## config.mk

```make
export PLATFORM = sky130hd
export DESIGN_NAME = event_counter_output_control
export DESIGN_NICKNAME = d
export VERILOG_FILES = /design/src/logic/evt_ctr_pkg.sv /design/src/logic/event_counter_output_control.sv
export SDC_FILE = /design/constraint.sdc
export NUM_CORES = 1
export LEC_CHECK = 0
export ABC_AREA = 1
export BUFFER_PORTS_ARGS = -buffer_cell sky130_fd_sc_hd__buf_2
export CAP_MARGIN = 10
export CORE_ASPECT_RATIO = 0.6
export CORE_MARGIN = 2
export CORE_UTILIZATION = 40
export CTS_CLUSTER_DIAMETER = 150
export CTS_CLUSTER_SIZE = 30
export DETAILED_ROUTE_END_ITERATION = 16
export PLACE_DENSITY = 0.61
export SYNTH_ARGS = -nofsm -noshare
export SYNTH_HDL_FRONTEND = slang
export SYNTH_SLANG_ARGS = --single-unit
```

## constraint.sdc

```tcl
create_clock -name sys_clk_i -period 7.4 [get_ports sys_clk_i]
set_clock_uncertainty 0.1 [all_clocks]
set_input_delay 0.37 -clock sys_clk_i [delete_from_list [all_inputs] [get_ports sys_clk_i]]
set_output_delay 0.37 -clock sys_clk_i [all_outputs]
set_load 0.03 [all_outputs]
```

## src/logic/evt_ctr_pkg.sv

```systemverilog
// Package with register map, field positions and timing constants for the event counter channel
package evt_ctr_pkg;

   // ----------------------------------------------------------------------------------------------
   // Register offsets (byte addresses)
   // ----------------------------------------------------------------------------------------------
   localparam logic [7:0] CMD_OFS      = 8'h00;  // Command word
   localparam logic [7:0] STAT1_OFS    = 8'h04;  // First status word
   localparam logic [7:0] STAT2_OFS    = 8'h08;  // Second status word
   localparam logic [7:0] COUNT_OFS    = 8'h0c;  // Actual count value
   localparam logic [7:0] SP1_OFS      = 8'h10;  // First set point value
   localparam logic [7:0] SP2_OFS      = 8'h14;  // Second set point value
   localparam logic [7:0] FINAL_OFS    = 8'h18;  // Final set point value
   localparam logic [7:0] CFG_OFS      = 8'h1c;  // Direction, switch-off behaviour, set point type
   localparam logic [7:0] PULSE_OFS    = 8'h20;  // Output pulse time in milliseconds
   localparam logic [7:0] IRQ_STAT_OFS = 8'h24;  // Sticky event flags, read clears
   localparam logic [7:0] IRQ_MASK_OFS = 8'h28;  // Interrupt mask

   // ----------------------------------------------------------------------------------------------
   // Field positions
   // ----------------------------------------------------------------------------------------------
   localparam int CMD_START_BIT  = 1;   // Start command bit D1
   localparam int CMD_SWOFF_BIT  = 2;   // Output switch-off command bit D2
   localparam int CMD_MODE_LSB   = 4;   // Operating mode field D7..D4
   localparam int STAT1_FINAL    = 11;  // Final set point status D11 of first word
   localparam int STAT2_FIRST    = 3;   // First set point status D3 of second word
   localparam int STAT2_SECOND   = 11;  // Second set point status D11 of second word
   localparam int IRQ_SP1        = 0;   // Event: first set point reached
   localparam int IRQ_SP2        = 1;   // Event: second set point reached
   localparam int IRQ_FINAL      = 2;   // Event: final set point reached
   localparam int IRQ_SWOFF      = 3;   // Event: outputs switched off

   // ----------------------------------------------------------------------------------------------
   // Reset values and timing
   // ----------------------------------------------------------------------------------------------
   localparam logic [15:0] CMD_RESET   = 16'h00a0;  // Mode field kept, no commands
   localparam logic [31:0] SP1_RESET   = 32'h0000_0005;
   localparam logic [31:0] SP2_RESET   = 32'h0000_000b;
   localparam logic [31:0] FINAL_RESET = 32'h0000_001e;
   localparam logic [15:0] PULSE_RESET = 16'h07d0;   // 2000 ms
   localparam int          CLK_MHZ     = 200;
   localparam int          MS_NS       = 1000000;    // One millisecond in ns
   localparam int          CLK_NS      = 1000 / CLK_MHZ;
   localparam int          MS_CYCLES   = MS_NS / CLK_NS;

   // ----------------------------------------------------------------------------------------------
   // Carriers
   // ----------------------------------------------------------------------------------------------
   typedef struct packed {
      logic a;
      logic b;
      logic c;
      logic fin;
   } setpoint_out_s;

   typedef struct packed {
      logic count_enable_input;
      logic restart_permit_input;
      logic hw_switchoff_input;
      logic count_pulse;
   } field_in_s;

endpackage

```

## src/logic/event_counter_output_control.sv

```systemverilog
// Event counter channel with set point outputs, switch-off and restart control behind AXI4-Lite
//
// The register addresses and the AXI4-Lite interface to the registers were left to the implementer.
`timescale 1ns/1ps

// Notes on behaviour
// RULE1 - Before the final set point is reached a high hardware switch-off input turns off the four outputs.
// RULE2 - Software may switch the outputs off with command bit D2, writing 00a4 to keep the mode field.
// RULE3 - A switch-off drives every output low and clears final status D11 and set point statuses D3 and D11.
// RULE4 - A restart is only accepted once an output switch-off has happened; earlier requests are ignored.
// RULE5 - Restart needs the final value not yet reached and the restart permit input high.
// RULE6 - The restart fires on a rising edge of start command bit D1, which software must produce.
// RULE7 - A counter reset sets the count to zero and re-arms the set point outputs.
// RULE8 - A change of mode, direction, switch-off behaviour or set point type while outputs are on drops them.
// RULE9 - The second set point status falls when the count reaches the second set point, eleven by default.
// RULE10 - The final set point status falls when the count reaches the final value, thirty by default.
// RULE11 - Counting only happens while the count enable input is held high by the field.
// RULE12 - Reaching a set point switches its output on for the pulse time, two seconds by default.
// RULE13 - The count steps once per qualified input pulse while enabled and not switched off; the code stops counting at the final value.
module event_counter_output_control
(
   input  wire logic                         sys_clk_i,
   input  wire logic                         rst_n_i,
   input  wire evt_ctr_pkg::field_in_s       field_i,
   output evt_ctr_pkg::setpoint_out_s        setpoint_o,
   output logic                              irq_o,
   input  wire logic [7:0]                   s_axi_awaddr,
   input  wire logic                         s_axi_awvalid,
   output logic                              s_axi_awready,
   input  wire logic [31:0]                  s_axi_wdata,
   input  wire logic [3:0]                   s_axi_wstrb,
   input  wire logic                         s_axi_wvalid,
   output logic                              s_axi_wready,
   output logic [1:0]                        s_axi_bresp,
   output logic                              s_axi_bvalid,
   input  wire logic                         s_axi_bready,
   input  wire logic [7:0]                   s_axi_araddr,
   input  wire logic                         s_axi_arvalid,
   output logic                              s_axi_arready,
   output logic [31:0]                       s_axi_rdata,
   output logic [1:0]                        s_axi_rresp,
   output logic                              s_axi_rvalid,
   input  wire logic                         s_axi_rready
);
   import evt_ctr_pkg::*;

   // ----------------------------------------------------------------------------------------------
   // Field input synchronisers
   // ----------------------------------------------------------------------------------------------
   logic [3:0] sync1, sync2, sync3, clean;
   logic [3:0] next_clean;

   // Stage one is read only by stage two; a change counts when stages two and three agree
   always_comb
   begin
      next_clean = clean;
      for (int i = 0; i < 4; i++)
      begin
         if (sync2[i] == sync3[i])
            next_clean[i] = sync3[i];
      end
   end

   always_ff @(posedge sys_clk_i)
   begin
      if (!rst_n_i)
      begin
         sync1 <= 4'h0;
         sync2 <= 4'h0;
         sync3 <= 4'h0;
         clean <= 4'h0;
      end
      else
      begin
         sync1 <= field_i;
         sync2 <= sync1;
         sync3 <= sync2;
         clean <= next_clean;
      end
   end

   field_in_s fin;
   logic      pulse_d;
   assign fin = field_in_s'(clean);

   // ----------------------------------------------------------------------------------------------
   // Register bus slave
   // ----------------------------------------------------------------------------------------------
   logic        aw_held, w_held, bvalid, rvalid;
   logic [7:0]  aw_addr;
   logic [31:0] w_data, rdata;
   logic [1:0]  bresp, rresp;
   logic [15:0] cmd;
   logic [31:0] sp1, sp2, fin_sp;
   logic [2:0]  cfg;
   logic [15:0] pulse_ms;
   logic [3:0]  irq_stat, irq_mask;
   logic        next_aw_held, next_w_held, next_bvalid, next_rvalid;
   logic [7:0]  next_aw_addr;
   logic [31:0] next_w_data, next_rdata;
   logic [1:0]  next_bresp, next_rresp;
   logic [15:0] next_cmd, next_pulse_ms;
   logic [31:0] next_sp1, next_sp2, next_fin_sp;
   logic [2:0]  next_cfg;
   logic [3:0]  next_irq_mask;
   logic        wr_go, rd_go, stat_rd;

   // Byte-lane merge onto zero used for every writable word; unstrobed lanes are written as zero
   function automatic logic [31:0] merge(input logic [31:0] old, input logic [31:0] nw, input logic [3:0] be);
      for (int i = 0; i < 4; i++)
      begin
         if (be[i])
            old[i*8 +: 8] = nw[i*8 +: 8];
      end
      return old;
   endfunction

   assign s_axi_awready = !aw_held && !bvalid;
   assign s_axi_wready  = !w_held && !bvalid;
   assign s_axi_arready = !rvalid;
   assign s_axi_bvalid  = bvalid;
   assign s_axi_bresp   = bresp;
   assign s_axi_rvalid  = rvalid;
   assign s_axi_rdata   = rdata;
   assign s_axi_rresp   = rresp;
   assign wr_go   = aw_held && w_held && !bvalid;
   assign rd_go   = s_axi_arvalid && !rvalid;
   assign stat_rd = rd_go && (s_axi_araddr == IRQ_STAT_OFS);

   logic [15:0] stat1, stat2;
   logic [31:0] count;

   // Address and data may arrive in either order; the response follows once both are held
   always_comb
   begin
      next_aw_held  = aw_held;
      next_w_held   = w_held;
      next_aw_addr  = aw_addr;
      next_w_data   = w_data;
      next_bvalid   = bvalid;
      next_bresp    = bresp;
      next_rvalid   = rvalid;
      next_rdata    = rdata;
      next_rresp    = rresp;
      next_cmd      = cmd;
      next_sp1      = sp1;
      next_sp2      = sp2;
      next_fin_sp   = fin_sp;
      next_cfg      = cfg;
      next_pulse_ms = pulse_ms;
      next_irq_mask = irq_mask;
      if (s_axi_awvalid && s_axi_awready)
      begin
         next_aw_held = 1'b1;
         next_aw_addr = s_axi_awaddr;
      end
      if (s_axi_wvalid && s_axi_wready)
      begin
         next_w_held = 1'b1;
         next_w_data = merge(32'h0, s_axi_wdata, s_axi_wstrb);
      end
      if (s_axi_bvalid && s_axi_bready)
         next_bvalid = 1'b0;
      if (wr_go)
      begin
         next_aw_held = 1'b0;
         next_w_held  = 1'b0;
         next_bvalid  = 1'b1;
         next_bresp   = 2'b00;
         if (aw_addr == CMD_OFS)
            next_cmd = w_data[15:0];            // RULE2
         else if (aw_addr == SP1_OFS)
            next_sp1 = w_data;
         else if (aw_addr == SP2_OFS)
            next_sp2 = w_data;
         else if (aw_addr == FINAL_OFS)
            next_fin_sp = w_data;
         else if (aw_addr == CFG_OFS)
            next_cfg = w_data[2:0];
         else if (aw_addr == PULSE_OFS)
            next_pulse_ms = w_data[15:0];
         else if (aw_addr == IRQ_MASK_OFS)
            next_irq_mask = w_data[3:0];
         else if (aw_addr != STAT1_OFS && aw_addr != STAT2_OFS && aw_addr != COUNT_OFS
                  && aw_addr != IRQ_STAT_OFS)
            next_bresp = 2'b10;                 // Unmapped address
      end
      if (s_axi_rvalid && s_axi_rready)
         next_rvalid = 1'b0;
      if (rd_go)
      begin
         next_rvalid = 1'b1;
         next_rresp  = 2'b00;
         next_rdata  = 32'h0;
         if (s_axi_araddr == CMD_OFS)
            next_rdata = {16'h0, cmd};
         else if (s_axi_araddr == STAT1_OFS)
            next_rdata = {16'h0, stat1};
         else if (s_axi_araddr == STAT2_OFS)
            next_rdata = {16'h0, stat2};
         else if (s_axi_araddr == COUNT_OFS)
            next_rdata = count;
         else if (s_axi_araddr == SP1_OFS)
            next_rdata = sp1;
         else if (s_axi_araddr == SP2_OFS)
            next_rdata = sp2;
         else if (s_axi_araddr == FINAL_OFS)
            next_rdata = fin_sp;
         else if (s_axi_araddr == CFG_OFS)
            next_rdata = {29'h0, cfg};
         else if (s_axi_araddr == PULSE_OFS)
            next_rdata = {16'h0, pulse_ms};
         else if (s_axi_araddr == IRQ_STAT_OFS)
            next_rdata = {28'h0, irq_stat};
         else if (s_axi_araddr == IRQ_MASK_OFS)
            next_rdata = {28'h0, irq_mask};
         else
            next_rresp = 2'b10;
      end
   end

   always_ff @(posedge sys_clk_i)
   begin
      if (!rst_n_i)
      begin
         aw_held  <= 1'b0;
         w_held   <= 1'b0;
         aw_addr  <= 8'h00;
         w_data   <= 32'h0;
         bvalid   <= 1'b0;
         bresp    <= 2'b00;
         rvalid   <= 1'b0;
         rdata    <= 32'h0;
         rresp    <= 2'b00;
         cmd      <= CMD_RESET;
         sp1      <= SP1_RESET;
         sp2      <= SP2_RESET;
         fin_sp   <= FINAL_RESET;
         cfg      <= 3'h0;
         pulse_ms <= PULSE_RESET;
         irq_mask <= 4'h0;
      end
      else
      begin
         aw_held  <= next_aw_held;
         w_held   <= next_w_held;
         aw_addr  <= next_aw_addr;
         w_data   <= next_w_data;
         bvalid   <= next_bvalid;
         bresp    <= next_bresp;
         rvalid   <= next_rvalid;
         rdata    <= next_rdata;
         rresp    <= next_rresp;
         cmd      <= next_cmd;
         sp1      <= next_sp1;
         sp2      <= next_sp2;
         fin_sp   <= next_fin_sp;
         cfg      <= next_cfg;
         pulse_ms <= next_pulse_ms;
         irq_mask <= next_irq_mask;
      end
   end

   // ----------------------------------------------------------------------------------------------
   // Counter, set point and switch-off core
   // ----------------------------------------------------------------------------------------------
   logic        armed, switched_off, start_d;
   logic [6:0]  cfg_d;
   logic [3:0]  outs;
   logic [15:0] ms_left [4];
   logic [17:0] ms_div;
   logic [31:0] next_count;
   logic        next_armed, next_switched_off;
   logic [3:0]  next_outs, next_irq_stat, evt;
   logic [15:0] next_ms_left [4];
   logic [17:0] next_ms_div;
   logic        ms_tick, final_hit, start_rise, cfg_chg, do_off, do_restart;
   logic [31:0] sp_val [4];

   assign sp_val[0]  = sp1;
   assign sp_val[1]  = sp2;
   assign sp_val[2]  = fin_sp;
   assign sp_val[3]  = fin_sp;
   assign ms_tick    = (ms_div == 18'(MS_CYCLES - 1));
   assign final_hit  = (count >= fin_sp);
   assign start_rise = cmd[CMD_START_BIT] && !start_d;                              // RULE6
   assign cfg_chg    = ({cmd[CMD_MODE_LSB +: 4], cfg} != cfg_d) && (outs != 4'h0);    // RULE8
   assign do_off     = !final_hit && armed
                       && (fin.hw_switchoff_input || cmd[CMD_SWOFF_BIT]);              // RULE1 RULE2
   assign do_restart = switched_off && start_rise && !final_hit
                       && fin.restart_permit_input;                                     // RULE4 RULE5

   // Status words: set point bits high while armed and not yet reached
   assign stat1 = 16'((armed && count < fin_sp) ? (1 << STAT1_FINAL) : 0);             // RULE3 RULE10
   assign stat2 = 16'(((armed && count < sp1) ? (1 << STAT2_FIRST) : 0)
                      | ((armed && count < sp2) ? (1 << STAT2_SECOND) : 0));           // RULE3 RULE9
   assign setpoint_o = setpoint_out_s'({outs[0], outs[1], outs[2], outs[3]});  // Index 0 drives output a
   assign irq_o      = |(irq_stat & irq_mask);

   // Next count, timers and sticky events; sets win over the read clear
   always_comb
   begin
      next_count        = count;
      next_armed        = armed;
      next_switched_off = switched_off;
      next_outs         = outs;
      next_ms_div       = ms_tick ? 18'h0 : ms_div + 18'h1;
      evt               = 4'h0;
      for (int i = 0; i < 4; i++)
      begin
         next_ms_left[i] = ms_left[i];
         if (outs[i] && ms_tick)
         begin
            if (ms_left[i] == 16'h0)
               next_outs[i] = 1'b0;                      // RULE12
            else
               next_ms_left[i] = ms_left[i] - 16'h1;
         end
      end
      if (do_off)
      begin
         next_outs         = 4'h0;                        // RULE3
         next_armed        = 1'b0;
         next_switched_off = 1'b1;
         evt[IRQ_SWOFF]    = 1'b1;
      end
      else if (do_restart)
      begin
         next_count        = 32'h0;                       // RULE7
         next_armed        = 1'b1;
         next_switched_off = 1'b0;
      end
      else if (cfg_chg)
         next_outs = 4'h0;                               // RULE8
      else if (fin.count_enable_input && fin.count_pulse && !pulse_d
               && armed && !final_hit)                    // RULE11 RULE13
      begin
         next_count = count + 32'h1;
         for (int i = 0; i < 4; i++)
         begin
            if (count + 32'h1 == sp_val[i])
            begin
               next_outs[i]    = 1'b1;                    // RULE12
               next_ms_left[i] = pulse_ms;
            end
         end
         evt[2:0] = next_outs[2:0] & ~outs[2:0];
      end
      next_irq_stat = (stat_rd ? 4'h0 : irq_stat) | evt;
   end

   always_ff @(posedge sys_clk_i)
   begin
      if (!rst_n_i)
      begin
         count        <= 32'h0;
         armed        <= 1'b1;
         switched_off <= 1'b0;
         outs         <= 4'h0;
         ms_div       <= 18'h0;
         irq_stat     <= 4'h0;
         start_d      <= 1'b0;
         pulse_d      <= 1'b0;
         cfg_d        <= {CMD_RESET[CMD_MODE_LSB +: 4], 3'h0};  // Matches reset settings, no false change
         for (int i = 0; i < 4; i++)
            ms_left[i] <= 16'h0;
      end
      else
      begin
         count        <= next_count;
         armed        <= next_armed;
         switched_off <= next_switched_off;
         outs         <= next_outs;
         ms_div       <= next_ms_div;
         irq_stat     <= next_irq_stat;
         start_d      <= cmd[CMD_START_BIT];
         pulse_d      <= fin.count_pulse;
         cfg_d        <= {cmd[CMD_MODE_LSB +: 4], cfg};
         ms_left      <= next_ms_left;
      end
   end

   // ----------------------------------------------------------------------------------------------
   // Checks on switch-off, restart, reconfiguration and counting
   // ----------------------------------------------------------------------------------------------
   chk_hw_off_drops : assert property (@(posedge sys_clk_i) disable iff (!rst_n_i)  // RULE1
      fin.hw_switchoff_input && armed && !final_hit |=> (outs == 4'h0))
      else $error("hardware switch-off left an output on");
   chk_off_clears_all : assert property (@(posedge sys_clk_i) disable iff (!rst_n_i)  // RULE3
      do_off |=> (outs == 4'h0 && stat1 == 16'h0 && stat2 == 16'h0))
      else $error("switch-off left an output or status bit set");
   chk_restart_after_off : assert property (@(posedge sys_clk_i) disable iff (!rst_n_i)  // RULE4
      $rose(armed) |-> $past(switched_off))
      else $error("re-armed without a prior switch-off");
   chk_restart_permit : assert property (@(posedge sys_clk_i) disable iff (!rst_n_i)  // RULE5
      $rose(armed) |-> ($past(fin.restart_permit_input) && !$past(final_hit)))
      else $error("restart taken without permit or after final value");
   chk_restart_zero : assert property (@(posedge sys_clk_i) disable iff (!rst_n_i)  // RULE7
      do_restart |=> (count == 32'h0 && armed))
      else $error("restart did not clear the count");
   chk_cfg_drops_outs : assert property (@(posedge sys_clk_i) disable iff (!rst_n_i)  // RULE8
      cfg_chg && !do_restart |=> (outs == 4'h0))
      else $error("configuration change left an output on");
   chk_count_single_step : assert property (@(posedge sys_clk_i) disable iff (!rst_n_i)  // RULE13
      (count != $past(count)) && (count != 32'h0) |-> (count == $past(count) + 32'h1))
      else $error("count moved by more than one step");

endmodule // event_counter_output_control

```

# == Yosys cells after proc, flatten, opt, wreduce, memory -nomap -nowiden ==
# Cells that the tools add are included.
# word_totals
output_inout_bits,46
in_bits,63
elab_cells,248
register_bits,364
# op_classes
eq_ne,30
order_cmp,4
n_bitwise,13
addsub,6
reduce_logical,62
muxes,97
# op_table
op,n
32-bit two-way mux,10
64-bit two-way mux,4
16-bit two-way mux,14
32-bit equality test,3
32-bit less-than comparator,3
8-bit by 5-bit equality test with 1-bit output (second input constant),8
16-bit zero test,4
16-bit by 1-bit subtractor with 16-bit output (second input constant),4
8-bit by 6-bit equality test with 1-bit output (second input constant),5
2-bit two-way mux,19
1-bit two-way mux,33
32-bit by 1-bit adder with 32-bit output (second input constant),1
32-bit >= comparator,1
8-bit two-way mux,4
1-bit logical AND,31
4-bit two-way mux,7
12-bit two-way mux,2
18-bit by 1-bit adder with 18-bit output (second input constant),1
18-bit equality test (second input constant),1
8-bit by 4-bit equality test with 1-bit output (second input constant),2
8-bit zero test,2
8-bit by 4-bit != test with 1-bit output (second input constant),2
3-bit two-way mux,4
4-bit by 12-bit bitwise OR with 12-bit output,1
other kinds (24),46

# == Depth between registers and ports, before layout ==
# depth
ltp_word,14
depth_mapped,22
mapped_depth_nobuf,20

# == Worst setup path after synthesis ==
# No wires, ideal clock.
# synth_path
path_kind,flip-flop to flip-flop
from,register count[1]
to,register ms_left[38] (netlist bit)
required_time_ns,7.187
setup_time_ns,0.113
stages_incl_launch_ff,19
t_arrival_ns,2.405
n_path_buf,1
synth_period_minus_slack_ns,2.618
slack_ns,4.782
cell_sequence,dfxtp_1 ha_1 nand2_1 nor2_4 nand2_2 nor2_4 xor2_1 nand2_1 nand2_1 nand2_1 nor2_1 nand2_1 nor2_1 nand3_1 nor2_1 nand2_1 buf_2 nor2_1 nor2_1
# synth_between
elab_chain_len,7
word_cells_on_any_way,14
cone_classes,1 x add/sub; 1 x order compare; 1 x eq/ne; 5 x mux; 6 x reduce/logical
# synth_lines
item,line,source
from (decl),event_counter_output_control.sv:131,logic [31:0] count;
from (signal assigned),event_counter_output_control.sv:370,count <= next_count;
32-bit by 1-bit adder with 32-bit output / 32-bit >= comparator (equally long branches),"event_counter_output_control.sv:341, event_counter_output_control.sv:285",
32-bit equality test / 1-bit zero test (equally long branches),--,
16-bit two-way mux / 1-bit logical AND (equally long branches),"event_counter_output_control.sv:341, event_counter_output_control.sv:336",
64-bit two-way mux,event_counter_output_control.sv:335,else if (fin.count_enable_input && fin.count_pulse && !pulse_d
64-bit two-way mux,event_counter_output_control.sv:333,else if (cfg_chg)
64-bit two-way mux,event_counter_output_control.sv:327,else if (do_restart)
64-bit two-way mux (*),event_counter_output_control.sv:320,if (do_off)
to (signal assigned),event_counter_output_control.sv:379,ms_left <= next_ms_left;
to (decl),event_counter_output_control.sv:270,logic [15:0] ms_left [4];
# Every way passes the cells marked *; elsewhere a longest branch is shown, timed or not.
# A chain may end at the register's enable or synchronous reset.

# == Worst setup path after layout ==
# layout_path
from,register count[9]
to,register count[0]
# layout_between
elab_chain_len,6
word_cells_on_any_way,12
cone_classes,1 x order compare; 1 x eq/ne; 1 x mux; 1 x bitwise; 8 x reduce/logical
# layout_lines
item,line,source
32-bit >= comparator (*),event_counter_output_control.sv:285,assign final_hit = (count >= fin_sp);
1-bit zero test (*),"event_counter_output_control.sv:288, event_counter_output_control.sv:290, event_counter_output_control.sv:336",
1-bit logical AND (on tied branches),"event_counter_output_control.sv:290, event_counter_output_control.sv:288",
1-bit logical AND (on tied branches),"event_counter_output_control.sv:291, event_counter_output_control.sv:289",
"2-bit by 1-bit != test with 1-bit output (no source line), or another cell as far along",--,
3-bit AND reduction (no source line),--,
# Marked as above.

==> impl_metrics.json <==
{
  "synth.area.top_cells": "dfxtp_1 (35%), nand2_1 (12%), nor2_1 (7.3%), a21oi_1 (6.9%), inv_1 (6.9%)",
  "fp.dieH_um": 180,
  "criticalPathCategory": "flop to flop",
  "synth_cell_types": 51,
  "grt.overflow.total": 0,
  "final.setup.tns_ps": 0,
  "clk_pin_slew_ps": 130,
  "tightestPinTransition_ps": 1260,
  "finish.utilization_pct": 44.1,
  "crit_arrival_ps": 5390,
  "ys_seq_area_share_pct": 35.2,
  "synth_top_area_share_pct": 35.2,
  "root_buffer": "clkbuf_16",
  "final_max_slew_viol_count": 0,
  "end_kind": "flop",
  "yosys.area.top_type": "dfxtp_1",
  "synthArstFlopShare_pct": 0,
  "vdd_drop_max_mv": 0.186,
  "cts.sinks": 362,
  "cts_made_buffers": 16,
  "whs_ps": 33.4,
  "finalPower_mw": 3.39,
  "synthAdderAreaFrac_pct": 6.26,
  "cp_slowest_stage_delay_ps": 1080,
  "timing.fmax_mhz": 198,
  "grt_use_met2_pct": 37.7,
  "crit_required_ps": 7750,
  "grt_usage_pct": 30.2,
  "clk_path_buf_depth": 3,
  "synthSimpleGateAreaFrac_pct": 27.4,
  "synth.top_cells.by_count": "nand2_1 (666), nor2_1 (399), inv_1 (380), dfxtp_1 (362), a21oi_1 (285)",
  "p_per_area_mw_per_mm2": 151,
  "core.rowCount": 64,
  "cts_resized": 0,
  "cts_tree": "built",
  "grt_pass1_vias": 19500,
  "io_pins": 109,
  "maxCapViolations": 0,
  "drt_iter0_drc": 2931,
  "clock_latency_ps": 560,
  "die_area_mm2": 0.0534,
  "drive_gt1_share_pct": 5.69,
  "setup_viol": 0,
  "nFillCells": 5395,
  "grt_antenna_before_repair": 6,
  "final_nets": 3297,
  "synthMuxAreaShare_pct": 0,
  "yosys_warnings": 0,
  "grt_pass1_wl_um": 124000,
  "start_kind": "flop",
  "synth_top_family_by_area": "simple AND/OR/NAND/NOR gates",
  "rsz0062_at_grt": "no",
  "die_w_um": 297,
  "crit_chain": "ha_1 -> nand2_1 -> inv_1 -> o21ai_0 -> a21oi_1 -> nor2_1 -> nand2_1 -> nand2_1 -> and2_1 -> nand3_1 -> nor2_1 -> clkinv_1 -> nand2_2 -> o21ai_0 -> a21oi_1",
  "firstDrtPassIters": 8,
  "syn_area_mm2": 0.0206,
  "synth_edf_count": 0,
  "vias_per_cell": 5.67,
  "hpwl_um": 64100,
  "syn_area_per_cell_um2": 6.71,
  "synth_compound_area_share_pct": 18.0,
  "grt_max_degree": 94,
  "final_area_mm2": 0.0225,
  "place_area_mm2": 0.0217,
  "routed_wl_um": 83300,
  "hold_viol_final": 0,
  "synthMostInstantiatedCell": "nand2_1",
  "seqCellArea_mm2": 0.00725,
  "slew_headroom_pct": 13.7,
  "wire_per_inst_um": 21.8,
  "ys.flop_type": "dfxtp_1",
  "fin_crit_sh_pct": 68.1,
  "busiest_layer": "met1",
  "period_needed_ps": 5040,
  "via_count": 21700,
  "multi_input_area_mm2": 0.0114,
  "leakage_nw": 10.1,
  "status": "completed",
  "synthXorXnorAreaFrac_pct": 3.77,
  "place_congestion": 1.15,
  "netlist_instances": 3072,
  "drc_errors": 0,
  "ant_nets": 0,
  "critPathSlowestCell": "nand2_2",
  "met3_usage_pct": 11.5,
  "holdCritPathClass": "input port to flop",
  "core_mm2": 0.0509,
  "port_buffers": 106,
  "start_util_pct": 40.5,
  "cp_max_fo": 32,
  "htree_levels": 1,
  "ys_ff_latch": 362,
  "use_met1_pct": 47.3,
  "cp_common_cell": "nand2_1",
  "area_growth_pct": 9.04
}
## worst max-delay path, delay by kind of cell (launching register included)
family	cells	cell delay, ps
DFF	1	620
and+or+nand+nor	8	2470
buffers and inverters	2	670
adders and majority gates	1	330
AOI/OAI and AO/OA	4	720
## power breakdown
group          switching (mW)  internal, mW  total [mW]
combinational           0.190        0.0719       0.262
sequential             0.0422          1.98        2.02
clock                   0.698         0.408        1.11
total                   0.930          2.46        3.39
## kinds of logic after synthesis
logic type / Yosys count
simple gates: 1357
compound gates: 655
buf+inv: 507
flops: 362
fa+ha+maj: 103
xor+xnor: 87
other cells: 1
## layout make-up
cell class / count / area share, %
Clock inverter: 2 / 0.206
Antenna cell: 2 / 0.0223
Clock buffer: 16 / 1.78
Multi-Input combinational cell: 2204 / 50.9
Timing Repair Buffer: 157 / 4.42
Sequential cell: 362 / 32.3
Inverter: 390 / 6.53
Tap cell: 693 / 3.86
## stage by stage
step	setup WS (ps)	cells
after global placement	2680	3774
after CTS	2710	3823
after floorplan	4780	3073
after detailed placement	2750	3774
final	2360	3826
after global routing	2100	3824
## per-layer routing
metal  vias up  routed length [µm]
met5         -                  12
met4         2                1860
met3       105               11900
met2      1241               29400
met1     10200               40200
li1      10200                   -
## registers in the layout, indices dropped and copies added, names as in the netlist, 4 cells and up
signal,cells
ms_left,64
count,32
fin_sp,32
s_axi_rdata,32
sp1,32
sp2,32
w_data,32
ms_div,18
cmd,16
pulse_ms,16
aw_addr,8
cfg_d,7
clean,4
irq_mask,4
irq_stat,4
outs,4
sync1,4
sync2,4
sync3,4
## final timing paths
kind	start	endpoint	slack (ps)	cells after the start
max	count[9]	count[0]	2360	15
min	s_axi_rready	s_axi_rvalid	30	3
max reg2reg	count[9]	count[0]	2360	15
min reg2reg	sync1[1]	sync2[1]	320	2
## cells in the final DEF (no fill, tap or decap), types with 76 or more instances in the layout
cell and count:
nand2_1 663, nor2_1 399, inv_1 379, dfxtp_1 362
a21oi_1 285, o21ai_0 195, nand3_1 149, buf_2 105
ha_1 103, xor2_1 76
## timing repair
item / in CTS / in global routing
endpoints found under the setup margin: 0 / 0
hold buffers: 31 / 0
hold endpoints to repair: 31 / 0
buffers inserted: 0 / 0
No activity file was read; power rests on OpenSTA's default activity.
